<file path="src/rtl/rpc_map.svh">
`ifndef RPC_MAP_SVH
`define RPC_MAP_SVH
// register offsets of the controller's own register file
`define RPC_ADDR_CTRL        4'h0
`define RPC_ADDR_STATUS      4'h1
`define RPC_ADDR_WAKE_CNT    4'h2
// control register fields
`define RPC_CTRL_RUN_BIT     0
`define RPC_CTRL_INHIBIT_BIT 1
`define RPC_CTRL_AUTO_OFF_BIT 2
`define RPC_CTRL_RESET       8'h00
// status register fields
`define RPC_STAT_ACTIVE_BIT  0
`define RPC_STAT_KILL_BIT    1
`define RPC_STAT_GATE_BIT    2
`define RPC_STAT_SEEN_BIT    3
`define RPC_STAT_LOST_BIT    4
// timing, in ns, and the clock period
`define RPC_CLK_PERIOD_NS    25
`define RPC_WAKE_NS          100000
`define RPC_INVALID_NS       30000
`define RPC_WAKE_CYCLES      ((`RPC_WAKE_NS + `RPC_CLK_PERIOD_NS - 1) / `RPC_CLK_PERIOD_NS)
`define RPC_INVALID_CYCLES   ((`RPC_INVALID_NS + `RPC_CLK_PERIOD_NS - 1) / `RPC_CLK_PERIOD_NS)
`endif

</file>
<file path="src/rtl/rpc_pkg.sv">
package rpc_pkg;
	typedef enum logic [3:0] {
		RPC_OFF    = 4'b0001,
		RPC_WAKING = 4'b0010,
		RPC_ON     = 4'b0100,
		RPC_DRAIN  = 4'b1000
	} rpc_state_t;
	typedef logic [3:0] rpc_addr_t;
	typedef logic [7:0] rpc_data_t;
endpackage

</file>
<file path="src/rtl/rpc_ctrl.sv">
// The address map and the strobed register port were chosen for this implementation.
`timescale 1ns/1ps
`include "rpc_map.svh"
module rpc_ctrl #(
	parameter int WAKE_CYCLES = `RPC_WAKE_CYCLES
) (
	input  wire logic               i_clock,
	input  wire logic               i_rst,
	input  wire rpc_pkg::rpc_addr_t i_addr,
	input  wire rpc_pkg::rpc_data_t i_wdata,
	input  wire logic               i_wr,
	input  wire logic               i_rd,
	output rpc_pkg::rpc_data_t      o_rdata,
	input  wire logic               i_uart_powered,
	input  wire logic               i_line_valid,
	output logic                    o_power_kill_low,
	output logic                    o_auto_sleep_inhibit,
	output logic                    o_rx_gate_n,
	output logic                    o_uart_power_req
);
	import rpc_pkg::*;

	// ==========================================================
	// timing
	localparam int WAKE_W = 24;
	localparam logic [WAKE_W-1:0] WAKE_LAST = WAKE_W'(WAKE_CYCLES - 1);

	// ==========================================================
	// pin synchronisers
	logic line_valid_s;
	logic uart_powered_s;

	rpc_sync u_sync_valid (
		.i_clock (i_clock),
		.i_rst   (i_rst),
		.i_async (i_line_valid),
		.o_sync  (line_valid_s)
	);

	rpc_sync u_sync_uart (
		.i_clock (i_clock),
		.i_rst   (i_rst),
		.i_async (i_uart_powered),
		.o_sync  (uart_powered_s)
	);

	// ==========================================================
	// control register
	logic [7:0] ctrl_q;
	logic       run;
	logic       inhibit;
	logic       auto_off;

	assign run      = ctrl_q[`RPC_CTRL_RUN_BIT];
	assign inhibit  = ctrl_q[`RPC_CTRL_INHIBIT_BIT];
	assign auto_off = ctrl_q[`RPC_CTRL_AUTO_OFF_BIT];

	always_ff @(posedge i_clock or posedge i_rst) begin
		if (i_rst) begin
			ctrl_q <= `RPC_CTRL_RESET;
		end else if (i_wr && i_addr == `RPC_ADDR_CTRL) begin
			ctrl_q <= i_wdata;
		end
	end

	// ==========================================================
	// pin drive
	// manual control drives only the kill pin; inhibit follows the
	// register so auto power-down stays armed until software sets inhibit
	always_ff @(posedge i_clock or posedge i_rst) begin
		if (i_rst) begin
			o_power_kill_low     <= 1'b0;
			o_auto_sleep_inhibit <= 1'b0;
		end else begin
			o_power_kill_low     <= run;
			o_auto_sleep_inhibit <= inhibit;
		end
	end

	// receivers gated whenever the UART is unpowered
	always_ff @(posedge i_clock or posedge i_rst) begin
		if (i_rst) begin
			o_rx_gate_n <= 1'b1;
		end else begin
			o_rx_gate_n <= !uart_powered_s;
		end
	end

	// ==========================================================
	// link-up tracking from the activity flag
	rpc_state_t        state_q;
	logic [WAKE_W-1:0] wait_q;
	logic              seen_q;
	logic              lost_q;
	logic              valid_d1_q;

	// after a flag rise the device needs its wake latency before
	// transmitters are usable; track that so software knows
	always_ff @(posedge i_clock or posedge i_rst) begin
		if (i_rst) begin
			state_q <= RPC_OFF;
			wait_q  <= '0;
		end else begin
			case (state_q)
			RPC_OFF: begin
				wait_q <= '0;
				if (line_valid_s) begin
					state_q <= RPC_WAKING;
				end
			end
			RPC_WAKING: begin
				if (!line_valid_s) begin
					state_q <= RPC_OFF;
				end else if (wait_q == WAKE_LAST) begin
					state_q <= RPC_ON;
				end else begin
					wait_q <= wait_q + 1'b1;
				end
			end
			RPC_ON: begin
				if (!line_valid_s) begin
					state_q <= RPC_DRAIN;
				end
			end
			RPC_DRAIN: begin
				state_q <= RPC_OFF;
			end
			default: begin
				state_q <= RPC_OFF;
			end
			endcase
		end
	end

	// request UART power when line is up; auto_off lets it drop
	always_ff @(posedge i_clock or posedge i_rst) begin
		if (i_rst) begin
			o_uart_power_req <= 1'b0;
		end else begin
			o_uart_power_req <= line_valid_s || !auto_off;
		end
	end

	// sticky edges; a new edge wins over a status read clear
	always_ff @(posedge i_clock or posedge i_rst) begin
		if (i_rst) begin
			valid_d1_q <= 1'b0;
			seen_q     <= 1'b0;
			lost_q     <= 1'b0;
		end else begin
			valid_d1_q <= line_valid_s;
			if (line_valid_s && !valid_d1_q) begin
				seen_q <= 1'b1;
			end else if (i_rd && i_addr == `RPC_ADDR_STATUS) begin
				seen_q <= 1'b0;
			end
			if (!line_valid_s && valid_d1_q) begin
				lost_q <= 1'b1;
			end else if (i_rd && i_addr == `RPC_ADDR_STATUS) begin
				lost_q <= 1'b0;
			end
		end
	end

	// ==========================================================
	// read port
	function automatic rpc_data_t status_word(logic on, logic kill,
			logic gate, logic seen, logic lost);
		rpc_data_t w;
		w = '0;
		w[`RPC_STAT_ACTIVE_BIT] = on;
		w[`RPC_STAT_KILL_BIT]   = kill;
		w[`RPC_STAT_GATE_BIT]   = gate;
		w[`RPC_STAT_SEEN_BIT]   = seen;
		w[`RPC_STAT_LOST_BIT]   = lost;
		return w;
	endfunction

	always_ff @(posedge i_clock or posedge i_rst) begin
		if (i_rst) begin
			o_rdata <= '0;
		end else if (i_rd) begin
			case (i_addr)
			`RPC_ADDR_CTRL:     o_rdata <= ctrl_q;
			`RPC_ADDR_STATUS:   o_rdata <= status_word(
				state_q == RPC_ON, o_power_kill_low, o_rx_gate_n,
				seen_q, lost_q);
			`RPC_ADDR_WAKE_CNT: o_rdata <= wait_q[7:0];
			default:            o_rdata <= '0;
			endcase
		end else begin
			o_rdata <= '0;
		end
	end

	// ==========================================================
	// checks
	a_gate_follows_uart: assert property (@(posedge i_clock)
		disable iff (i_rst) !uart_powered_s |=> o_rx_gate_n)
		else $error("receiver gate not raised for idle uart");
	a_kill_follows_run: assert property (@(posedge i_clock)
		disable iff (i_rst) $rose(run) |=> o_power_kill_low)
		else $error("kill pin not released after run");
	a_inhibit_follows: assert property (@(posedge i_clock)
		disable iff (i_rst) inhibit |=> o_auto_sleep_inhibit)
		else $error("inhibit pin not driven");
	a_wake_no_early: assert property (@(posedge i_clock)
		disable iff (i_rst) $rose(state_q == RPC_WAKING) |->
		##1 (state_q != RPC_ON))
		else $error("link reported up too early");
	a_drop_to_off: assert property (@(posedge i_clock)
		disable iff (i_rst) (state_q == RPC_ON && !line_valid_s) |=>
		##1 state_q == RPC_OFF)
		else $error("loss of line not tracked");
endmodule

</file>
<file path="src/rtl/rpc_sync.sv">
`timescale 1ns/1ps
module rpc_sync (
	input  wire logic i_clock,
	input  wire logic i_rst,
	input  wire logic i_async,
	output logic      o_sync
);
	logic meta_q;
	// meta_q feeds only the second stage
	always_ff @(posedge i_clock or posedge i_rst) begin
		if (i_rst) begin
			meta_q <= 1'b0;
			o_sync <= 1'b0;
		end else begin
			meta_q <= i_async;
			o_sync <= meta_q;
		end
	end
endmodule

</file>
<file path="config.mk">
export PLATFORM = sky130hd
export DESIGN_NAME = rpc_ctrl
export DESIGN_NICKNAME = d
export VERILOG_FILES = /design/src/rtl/rpc_pkg.sv /design/src/rtl/rpc_ctrl.sv /design/src/rtl/rpc_sync.sv
export VERILOG_INCLUDE_DIRS = /design/src /design/src/rtl
export SDC_FILE = /design/constraint.sdc
export NUM_CORES = 1
export LEC_CHECK = 0
export ABC_AREA = 1
export BUFFER_PORTS_ARGS = -buffer_cell sky130_fd_sc_hd__buf_2
export CORE_ASPECT_RATIO = 0.7
export CORE_MARGIN = 4
export CORE_UTILIZATION = 55
export DETAILED_ROUTE_END_ITERATION = 6
export PLACE_DENSITY = 0.87
export REMOVE_ABC_BUFFERS = 1
export SYNTH_ARGS = -nofsm -noshare
export SYNTH_HDL_FRONTEND = slang
export SYNTH_SLANG_ARGS = --single-unit
</file>
<file path="constraint.sdc">
create_clock -name i_clock -period 2.05 [get_ports i_clock]
set_input_delay 0.41 -clock i_clock [delete_from_list [all_inputs] [get_ports i_clock]]
set_output_delay 0.41 -clock i_clock [all_outputs]
set_load 0.1 [all_outputs]
</file>
; ---- Word level (Yosys, flattened, before mapping)
; Cells that the tools add are included.
[word_totals]
ff_bits = 55
output_inout_bits = 12
wordCells = 55
[classes]
n_eq_ne = 11
mux = 13
reduce_logical = 15
addsub = 1
[ops]
columns = operator, count
row1 = 2-to-1 mux 24 bit, 2
row2 = case mux 24 bit (2 select lines), 1
row3 = adder 24 x 1 -> 24 bit (second input constant), 1
row4 = == test 24 x 12 -> 1 bit (second input constant), 1
row5 = case mux 8 bit (3 select lines), 1
row6 = 2-to-1 mux 4 bit, 4
row7 = case mux 4 bit (3 select lines), 1
row8 = == test 4 x 1 -> 1 bit (second input constant), 2
row9 = == test 4 x 2 -> 1 bit (second input constant), 2
row10 = 2-to-1 mux 8 bit, 1
row11 = AND reduction 3 bit, 2
row12 = nonzero test 2 bit, 3
row13 = == test 4 x 3 -> 1 bit (second input constant), 1
row14 = logical AND 1 bit, 4
row15 = logical NOT 1 bit, 4
row16 = logical NOT 4 bit, 1
row17 = inequality test 2 x 1 -> 1 bit (second input constant), 2
row18 = inequality test 2 bit (second input constant), 2
row19 = 2-to-1 mux 1 bit, 3
row20 = inequality test 3 bit (second input constant), 1
row21 = logical OR 1 bit, 1

; ---- Logic depth before layout (Yosys ltp)
; Gate-level depths: netlist (run 1).
[logic_depth]
ltp_word = 4
ltp_mapped = 11
mapped_depth_nobuf = 10

; ---- Modules after synthesis
; From an unflattened synthesis (run 1), not the netlist that was laid out.
[hier_totals]
cells_unflattened = 367
area_unflattened_um2 = 2811.4
[modules_own_cells]
columns = mod, instances, cells_each, seq_area_each_um2, area_per_inst_um2
row1 = rpc_ctrl, 1, 361, 1278.7, 2703.8
row2 = rpc_sync, 2, 3, 50.0, 53.8

; ---- Worst setup path after synthesis (run 1)
; Ideal clock, no wire load.
[synth_timing]
kind = register to register
start = register wait_q[0]
end = register wait_q[22]
period_less_slack_ps = 1461
slack_ps = 589
arrival_time_ps = 1344
required_ps = 1933
path_stages_with_launch = 12
cell_sequence = dfrtp_1 > ha_1 > nand2_2 > inv_2 > nand2_1 > nor2_2 > nand3_2 > nand2_4 > nand2_4 > buf_6 > nand3_2 > nand2_1
[synth_between]
elab_chain_len = 4
word_cells_on_any_way = 7
[synth_lines]
columns = element, line
row1 = start: declaration, rpc_ctrl.sv:92  ; logic [WAKE_W-1:0] wait_q;
row2 = start signal: assignment, rpc_ctrl.sv:117  ; wait_q <= wait_q + 1'b1;
row3 = adder 24 x 1 -> 24 bit, rpc_ctrl.sv:117
row4 = 2-to-1 mux 24 bit, rpc_ctrl.sv:114  ; end else if (wait_q == WAKE_LAST) begin
row5 = 2-to-1 mux 24 bit, rpc_ctrl.sv:112  ; if (!line_valid_s) begin
row6 = case mux 24 bit (2 select lines), rpc_ctrl.sv:104  ; case (state_q)
; Several ways; a longest one is shown, not always the timed one. The select of a mux whose other input is x is not followed.
; A chain may end at the register's enable or synchronous reset.

; ---- Worst setup path after layout (run 1)
[layout_timing]
start = register o_rx_gate_n
end = output o_rx_gate_n
[layout_rtl]
columns = element, line
row1 = start: declaration, rpc_ctrl.sv:18  ; output logic o_rx_gate_n,
row2 = start signal: assignment, rpc_ctrl.sv:85  ; o_rx_gate_n <= !uart_powered_s;
; No word-level cell between the ends.

==> impl_metrics.csv, run 1 <==
group,metric,value,unit
grt,gr-usage-all-layers,21.4,%
cts,postCtsResizedCells,0,
cts,clock_path_buffers,2,
critical_path,path_buf_inv,1,
logic_synthesis,netlist_instances,357,
min_path,hold_path_class,"input pin to async pin",
critical_path,critPathMaxStageDelay,550,ps
floorplanning,start_util,58.2,%
grt,antenna_found_initial,0,
route,drtIter0Drc,266,
sta,maxSlewViolCount,0,
cts,cts.clk_slew.worst_paths,100,ps
route,drc_errors,0,
sta,fin_skew,6.09,ps
finish,area_growth,10.9,%
sta,setup_viol,0,
cts,clockRootBuffer,"clkbuf_8",
finish,final_cells,461,
logic_synthesis,synth-edff-count,0,
logic_synthesis,synth_ff_type,"dfrtp_1",
logic_synthesis,synth_area,2860,um^2
floorplanning,io-pin-count,30,
critical_path,required,1640,ps
finish,drive_above_1_share,20.7,%
critical_path,crit_path_start_kind,"flip-flop",
floorplanning,design.core.area,4910,um^2
placed_design,place_area,3080,um^2
cts,cts_sinks,55,
cts,numCtsBuffers,5,
finish,fillers,411,
sta,fin_ws,359,ps
sta,worst_slew_pin_slew,487,ps
power,p_per_area,784,nW/um^2
cts,post_cts_buffers,0,
logic_synthesis,synth_seq_cells,55,
placed_design,dpl.cell_count,453,
grt,grt_pass1_wl,10500,um
placed_design,pre_cts_slack,401,ps
placed_design,gp_congestion,0.904,
sta,relSlewSlack,67.8,%
critical_path,critPathSlowestCell,"dfstp_2",
cts,h-tree-depth,2,
route,ant_nets,0,
critical_path,crit_family,"flip-flops",
floorplanning,rows,21,
logic_synthesis,yosysSeqAreaShare,48.2,%
cts,ctsHoldBuffers,0,
finish,antenna_cells,0,
grt,grt_max_degree,38,
sta,min_period,1690,ps
floorplanning,die_h,68.4,um
cts,clkLatencyLatePin,310,ps
grt,overflow,0,
run,maxCapViolations,0,
floorplanning,die-area,6440,um^2
cts,cts_tree,"built",
critical_path,crit_fanout,2,
critical_path,criticalPathCategory,"flip-flop to output port",
critical_path,endpoint_kind,"output port",
logic_synthesis,yosysWarnings,0,
power,max-vdd-ir-drop,0.000654,V
run_status,status,"finished clean",
finish,design_area,3170,um^2
power,p_leak,1.55,nW
route,vias,2450,
logic_synthesis,async_reset_ff_share,100,%
route,drt_pass1_iterations,6,
sta,rsz0062_at_grt,"false",
critical_path,crit_chain,"buf_2",
grt,grt_pass1_vias,2169,
sta,max_freq,591,MHz
route,wire_per_inst,14.0,um
finish,fin_nets,410,
logic_synthesis,synth_cell_types,30,
logic_synthesis,syn-mean-instance-area,8.02,um^2
sta,hold_violations,0,
route,finalWirelength,6460,um
finish,utilization,64.6,%
sta,setup_tns,0,ps
route,via_per_inst,5.31,
placed_design,dp_hpwl,4810,um
critical_path,critical_path_arrival,1280,ps
placed_design,port_buffers,29,
sta,fin_crit_sh,82.5,%
floorplanning,die_w,94.2,um
[cell usage after synthesis, types with 2 or more instances]
cell type	instances	area, um^2
buf_6	4	45.0
o22ai_1	2	12.5
o21ai_0	13	65.1
clkbuf_1	2	7.51
dfstp_2	2	52.6
nand2_2	7	43.8
inv_2	5	18.8
nor2_1	29	109
nor3_1	4	20.0
a21oi_1	4	20.0
nand3_2	4	40.0
nor2_2	7	43.8
o21ai_2	9	78.8
o21ai_1	3	15.0
dfrtp_1	53	1330
nand2_1	108	405
o211ai_1	4	30.0
nand3b_1	5	37.5
xnor2_1	5	43.8
inv_1	34	128
xor2_1	5	43.8
nand3_1	39	195
nand2_4	2	22.5
[worst reg2reg max path: stages, from the launching register on]
cell     delay (ps)
dfrtp_1         410
ha_1            210
nand2_2          90
inv_2            70
nand2_1          70
nor2_2          100
nand3_2         100
nand2_4         190
buf_4           220
nand3_1          70
o21ai_0          90
[cell usage in the layout (no fill, tap or decap)]
master,netlist,final
nor2_1,29,29
nor3b_1,1,1
buf_12,0,1
o21ai_2,9,9
nand3_2,4,4
xor2_1,5,5
o21ai_1,3,3
nand2_1,108,108
clkbuf_8,0,5
clkinv_2,0,1
inv_4,1,1
dfrtp_1,53,53
xnor2_1,5,5
o22ai_1,2,2
buf_4,1,4
ha_1,1,1
o211ai_1,4,4
and2_1,1,1
dfstp_2,2,2
a21oi_1,4,4
nor3_1,4,4
nand3_1,39,39
nor2_2,7,7
inv_1,34,33
buf_2,0,29
clkinv_4,0,1
nand4_1,1,1
nor2_4,1,1
nand2_2,7,7
inv_2,5,6
nand2_4,2,2
inv_6,0,1
o21ai_0,13,13
nand3b_1,5,5
[worst paths after layout]
kind | slack [ps] | start | to | cells past startpoint
setup / recovery | 360 | o_rx_gate_n | o_rx_gate_n | 1
hold / removal | 80 | i_rst | state_q[3] | 2
setup reg to reg | 360 | wait_q[0] | wait_q[7] | 10
hold reg to reg | 350 | u_sync_uart.o_sync | o_rx_gate_n | 1
max in group asynchronous | 1380 | i_rst | o_rx_gate_n | 3
min in group i_clock | 200 | i_line_valid | u_sync_valid.meta_q | 1
[layer usage]
metal  wire [um]  up-vias  GRT usage (%)
li1            -     1201              -
met1        3150     1158           32.3
met3         448        5           5.16
met5           0        -              0
met4          31        0           3.60
met2        2840       86           31.4
[through the flow]
step | hold slack [ps] | power [mW]
finish | 79.5 | 2.49
detailed placement | 340 | 1.87
floorplan | 331 | 1.68
global placement | 337 | 1.85
CTS | 86.5 | 2.48
global route | 95.0 | 2.60
[sequential cells by signal, summed over array words and instances, names as in the netlist]
signal / flops
wait_q: 24
ctrl_q: 8
o_rdata: 8
state_q: 4
lost_q: 1
o_auto_sleep_inhibit: 1
o_power_kill_low: 1
o_rx_gate_n: 1
o_uart_power_req: 1
seen_q: 1
u_sync_uart.meta_q: 1
u_sync_uart.o_sync: 1
u_sync_valid.meta_q: 1
u_sync_valid.o_sync: 1
valid_d1_q: 1
[final cells by class]
class	count	area, um^2	share of cell area (%)
clock inverters	3	22.5	0.710
multi-input cells	255	1270	40.0
clock buffers	5	68.8	2.17
flip-flops and latches	55	1380	43.4
repair buffers	34	195	6.15
well taps	69	86.3	2.72
inverters	40	153	4.81
[logic make-up after synthesis]
kind of cell	Yosys count	synth area share, %
AOI/OAI and AO/OA	35	7.74
buffers and inverters	47	7.43
and+or+nand+nor	209	33.1
DFF	55	48.2
xor gates and xnor gates	10	3.06
adders and majority gates	1	0.437
[power breakdown]
part / leakage (nW) / total [mW] / switching (mW) / internal [mW]
sequential: 0.721 / 1.24 / 0.0617 / 1.18
combinational: 0.782 / 0.619 / 0.485 / 0.133
clock: 0.0485 / 0.625 / 0.379 / 0.246
Power figures use the tool's default switching activity.
==> inputs of run 2 (changes only) <==
==> constraint.sdc (replaced) <==
create_clock -name i_clock -period 1.75 [get_ports i_clock]
set_input_delay 0.35 -clock i_clock [delete_from_list [all_inputs] [get_ports i_clock]]
set_output_delay 0.35 -clock i_clock [all_outputs]
set_load 0.1 [all_outputs]
==> run 2 against run 1 <==
  * Combinational power is 25% higher
  * Global-route usage is 0.86 points higher
  * Sequential cell count stayed put
  * Utilization is 0.92 points higher
  * Clock skew is 5.8 ps higher
  * Critical endpoint is now wait_q[11]
  * Largest cell class unchanged
==> impl_metrics.csv, run 2 (synthesized netlist as in run 1, its figures left out) <==
group,metric,value,unit
run_status,status,"finished clean",
grt,grt_max_degree,56,
finish,area_growth,12.5,%
cts,cts_tree,"built",
grt,grt_pass1_vias,2333,
floorplanning,die-area,6440,um^2
critical_path,crit_fanout,14,
finish,fin_nets,413,
cts,numCtsBuffers,5,
route,vias,2552,
sta,worst_slew_pin_slew,501,ps
route,drc_errors,0,
cts,cts_sinks,55,
sta,setup_viol,0,
run,maxCapViolations,0,
power,p_leak,1.57,nW
critical_path,endpoint_kind,"flip-flop",
min_path,hold_path_class,"input pin to async pin",
grt,grt_pass1_wl,10900,um
sta,fin_crit_sh,94.0,%
critical_path,critical_path_arrival,1870,ps
route,finalWirelength,6820,um
placed_design,gp_congestion,0.958,
cts,h-tree-depth,2,
finish,largest_registers,"wait_q x24, ctrl_q x8, o_rdata x8",
power,max-vdd-ir-drop,0.000959,V
floorplanning,design.core.area,4910,um^2
grt,gr-usage-all-layers,22.2,%
placed_design,dpl.cell_count,453,
floorplanning,die_w,94.2,um
critical_path,criticalPathCategory,"flip-flop to flip-flop",
sta,hold_violations,0,
finish,final_cells,464,
cts,ctsHoldBuffers,0,
sta,holdWs,67.1,ps
sta,maxSlewViolCount,0,
cts,clockRootBuffer,"clkbuf_8",
route,drtIter0Drc,272,
power,p_per_area,929,nW/um^2
finish,drive_above_1_share,21.5,%
cts,clock_path_buffers,2,
placed_design,port_buffers,29,
sta,min_period,1650,ps
sta,max_freq,608,MHz
finish,fillers,402,
cts,cts.clk_slew.worst_paths,90,ps
finish,antenna_cells,0,
route,wire_per_inst,14.7,um
finish,largest_reg_flops,24,
sta,relSlewSlack,66.8,%
route,drt_pass1_iterations,7,
placed_design,dp_hpwl,4870,um
floorplanning,io-pin-count,30,
finish,layout_common_cells,"nand2_1, dfrtp_1, nand3_1, inv_1, buf_2",
finish,layout_commonest_cell,"nand2_1",
floorplanning,start_util,58.2,%
critical_path,required,1980,ps
cts,clkLatencyLatePin,320,ps
finish,utilization,65.5,%
floorplanning,rows,21,
critical_path,crit_path_start_kind,"flip-flop",
route,ant_nets,0,
floorplanning,die_h,68.4,um
finish,largest-register,"wait_q",
grt,antenna_found_initial,0,
grt,overflow,0,
sta,fin_skew,11.9,ps
route,via_per_inst,5.50,
run 2: path summary, 6_finish.rpt:
kind	start	end	slack (ps)	cells past startpoint
min in group i_clock	i_line_valid	u_sync_valid.meta_q	130	1
worst max-delay path	wait_q[1]	wait_q[11]	100	10
worst min register to register	u_sync_uart.meta_q	u_sync_uart.o_sync	360	0
worst min-delay path	i_rst	u_sync_uart.meta_q	70	3
worst max register to register	wait_q[1]	wait_q[11]	100	10
max in group asynchronous	i_rst	state_q[0]	1390	3
run 2: critical path, stage by stage (launching register included):
cell,delay [ps]
dfrtp_1,410
ha_1,210
nand2_2,80
inv_2,70
nand2_1,70
nor2_2,100
nand3_2,130
nand2_8,140
buf_6,160
nand3_1,70
o21ai_0,100
run 2: metal layers:
metal | track usage (%) | up-vias | wire, um
met4 | 7.75 | 0 | 112
met3 | 6.26 | 17 | 643
met5 | 0 | - | 0
met2 | 34.7 | 127 | 3120
met1 | 30.0 | 1203 | 2940
li1 | - | 1205 | -
run 2: layout make-up:
type | count | area (um^2) | area share [%]
Sequential cell | 55 | 1380 | 42.8
Multi-Input combinational cell | 255 | 1280 | 39.8
Timing Repair Buffer | 37 | 221 | 6.88
Inverter | 40 | 153 | 4.74
Tap cell | 69 | 86.3 | 2.68
Clock buffer | 6 | 82.6 | 2.57
Clock inverter | 2 | 16.3 | 0.505
run 2: metrics by stage:
stage | instance area (um^2) | power, mW | setup WS (ps) | setup TNS (ps)
floorplan | 2800 | 1.97 | 60.4 | 0
global placement | 3080 | 2.14 | 210 | 0
detailed placement | 3080 | 2.19 | 81.5 | 0
CTS | 3180 | 2.93 | 54.5 | 0
global route | 3220 | 3.11 | -23.0 | -23.3
finish | 3220 | 2.99 | 104 | 0
run 2: what timing repair did:
action | CTS | global route
gates resized for setup | 0 | 3
endpoints found under the setup margin | 0 | 10
buffers inserted | 0 | 3
run 2: power by group:
group | switching, mW | internal, mW | total, mW
Sequential | 0.0709 | 1.39 | 1.46
Clock | 0.438 | 0.324 | 0.762
Combinational | 0.578 | 0.193 | 0.771
==> inputs of run 3 (changes only) <==
--- a/config.mk
+++ b/config.mk
@@ -16,4 +16,5 @@
 export REMOVE_ABC_BUFFERS = 1
 export SYNTH_ARGS = -nofsm -noshare
 export SYNTH_HDL_FRONTEND = slang
+export SYNTH_HIERARCHICAL = 1
 export SYNTH_SLANG_ARGS = --single-unit
==> run 3 against run 2 <==
  * Global-route usage shrank 1.1 points
  * Synthesized cell count rose by 2.8%
  * Worst setup slack gained 24 ps
  * Maximum frequency is 1.5% higher
  * Highest routed layer unchanged
  * Sequential power barely moved
==> impl_metrics.csv, run 3 <==
group,metric,value,unit
logic_synthesis,synth_top_area_cell,"dfrtp_1",
power,switchingPower,1.00,mW
placed_design,pre_cts_slack,82.1,ps
sta,relSlewSlack,67.3,%
cts,cts.clk_slew.worst_paths,90,ps
placed_design,gp_congestion,0.942,
cts,clkLatencyLatePin,310,ps
placed_design,dp_hpwl,4470,um
finish,final_cells,474,
finish,layout_commonest_cell,"nand2_1",
cts,numCtsBuffers,5,
finish,design_area,3230,um^2
sta,max_freq,617,MHz
grt,overflow,0,
critical_path,critPathMaxStageDelay,550,ps
power,switching_share,33.2,%
logic_synthesis,async_reset_ff_share,100,%
logic_synthesis,netlist_instances,367,
placed_design,dpl.cell_count,463,
sta,maxSlewViolCount,0,
logic_synthesis,synth_area_leaders,"dfrtp_1, nand2_1, nand3_1, nor2_1, inv_1",
route,drc_errors,0,
run,maxCapViolations,0,
power,seqPwrFrac,48.6,%
cts,cts_sinks,55,
critical_path,criticalPathCategory,"flip-flop to output port",
route,via_per_inst,5.31,
logic_synthesis,synth_seq_cells,55,
power,fin_total_pwr,3.01,mW
route,drt_pass1_iterations,5,
critical_path,rrSetupSlack,160,ps
logic_synthesis,yosysSeqAreaShare,49.0,%
route,drtIter0Drc,262,
grt,grt_max_degree,34,
logic_synthesis,synth_common_cells,"nand2_1, nand3_1, dfrtp_1",
logic_synthesis,post-synth-top-count-cell,"nand2_1",
finish,fillers,398,
logic_synthesis,yosysWarnings,6,
finish,largest_reg_flops,24,
logic_synthesis,yosysTopAreaCellShare,47.2,%
sta,fin_skew,7.36,ps
sta,fin_ws,129,ps
floorplanning,die_h,67.8,um
critical_path,crit_family,"flip-flops",
grt,grt_pass1_vias,2254,
sta,min_period,1620,ps
sta,fin_crit_sh,92.6,%
critical_path,path_buf_inv,1,
critical_path,crit_chain,"buf_2",
grt,grt_pass1_wl,10400,um
sta,holdWs,146,ps
critical_path,critical_path_arrival,1270,ps
logic_synthesis,syn-mean-instance-area,7.66,um^2
power,combPwrFrac,24.0,%
logic_synthesis,synth_cell_types,26,
critical_path,crit_path_start_kind,"flip-flop",
power,p_int,2.01,mW
floorplanning,design.core.area,4860,um^2
run_status,status,"finished clean",
finish,fin_nets,423,
power,max-vdd-ir-drop,0.000630,V
floorplanning,die-area,6340,um^2
finish,layout_common_cells,"nand2_1, nand3_1, dfrtp_1, inv_1, nor2_1",
finish,largest-register,"wait_q",
cts,clockRootBuffer,"clkbuf_8",
finish,drive_above_1_share,15.6,%
logic_synthesis,synth_area,2810,um^2
finish,area_growth,14.9,%
logic_synthesis,synth-edff-count,0,
power,p_leak,1.58,nW
sta,hold_violations,0,
route,finalWirelength,6180,um
finish,antenna_cells,0,
cts,cts_tree,"built",
cts,clock_path_buffers,2,
floorplanning,start_util,57.8,%
route,wire_per_inst,13.0,um
power,p_clk_share,27.4,%
placed_design,place_area,3060,um^2
route,vias,2517,
floorplanning,io-pin-count,30,
finish,largest_registers,"wait_q x24, ctrl_q x8, o_rdata x8",
critical_path,crit_fanout,2,
sta,worst_slew_pin_slew,494,ps
cts,h-tree-depth,2,
route,ant_nets,0,
floorplanning,rows,21,
logic_synthesis,synth_ff_type,"dfrtp_1",
critical_path,critPathSlowestCell,"dfstp_2",
critical_path,required,1400,ps
min_path,hold_path_class,"input pin to flip-flop",
power,p_per_area,933,nW/um^2
grt,antenna_found_initial,0,
critical_path,endpoint_kind,"output port",
grt,gr-usage-all-layers,21.1,%
sta,rsz0062_at_grt,"false",
placed_design,port_buffers,29,
floorplanning,die_w,93.5,um
sta,setup_viol,0,
==> run 3: stage by stage <==
| stage | setup TNS (ps) | util, % |
|---|---|---|
| after floorplan | -86.4 | - |
| after global placement | 0 | 62.9 |
| after detailed placement | 0 | 62.9 |
| after CTS | 0 | 65.4 |
| after global routing | 0 | 66.4 |
| final | 0 | 66.4 |
==> run 3: cells by family (layout without fill, tap and decap cells) <==
group / count (synthesis) / in the layout / share of synthesized area, %
AOI/OAI and AO/OA: 24 / 24 / 4.50
xor gates and xnor gates: 13 / 13 / 4.05
adders and majority gates: 1 / 1 / 0.445
buffers and inverters: 47 / 85 / 6.99
DFF: 55 / 55 / 49.0
and+or+nand+nor: 227 / 227 / 35.0
==> run 3: worst paths after layout <==
| kind | start | endpoint | cells after the start |
|---|---|---|---|
| worst min register to register | u_sync_valid/meta_q | u_sync_valid/o_sync | 0 |
| worst min-delay path | i_line_valid | u_sync_valid/meta_q | 1 |
| worst max register to register | wait_q[0] | wait_q[15] | 10 |
| max in group asynchronous | i_rst | wait_q[4] | 4 |
| worst max-delay path | o_rx_gate_n | o_rx_gate_n | 1 |
| min in group asynchronous | i_rst | u_sync_valid/o_sync | 3 |
==> run 3: routing by layer <==
metal  vias to the layer above  track usage (%)  share of wire [%]
li1                       1234                -                  -
met1                      1167             30.9                 47
met2                       106             32.7                 44
met3                        10             3.41                7.0
met4                         0             6.40                1.4
met5                         -                0                  0
==> run 3: final cells by class <==
cell class                      count  area [um^2]  area share [%]
Tap cell                           69         86.3            2.67
Multi-Input combinational cell    265         1250            38.8
Sequential cell                    55         1380            42.8
Inverter                           37          139            4.30
Clock inverter                      2         37.5            1.16
Timing Repair Buffer               40          259            8.02
Clock buffer                        6         72.6            2.25
==> run 3: repair_timing <==
| item | CTS | global route |
|---|---|---|
| hold endpoints to repair | 4 | 0 |
| endpoints found under the setup margin | 0 | 26 |
| buffers inserted | 0 | 2 |
| resized for setup | 0 | 10 |
| hold buffers | 1 | 0 |
==> run 3: power by group through the flow <==
stage	combinational [mW]	clock, mW	sequential, mW
2_1_floorplan	0.306	0	1.59
3_3_place_gp	0.654	0	1.47
3_5_place_dp	0.667	0	1.48
4_1_cts	0.676	0.843	1.46
5_1_grt	0.788	0.897	1.47
6_report	0.724	0.826	1.46
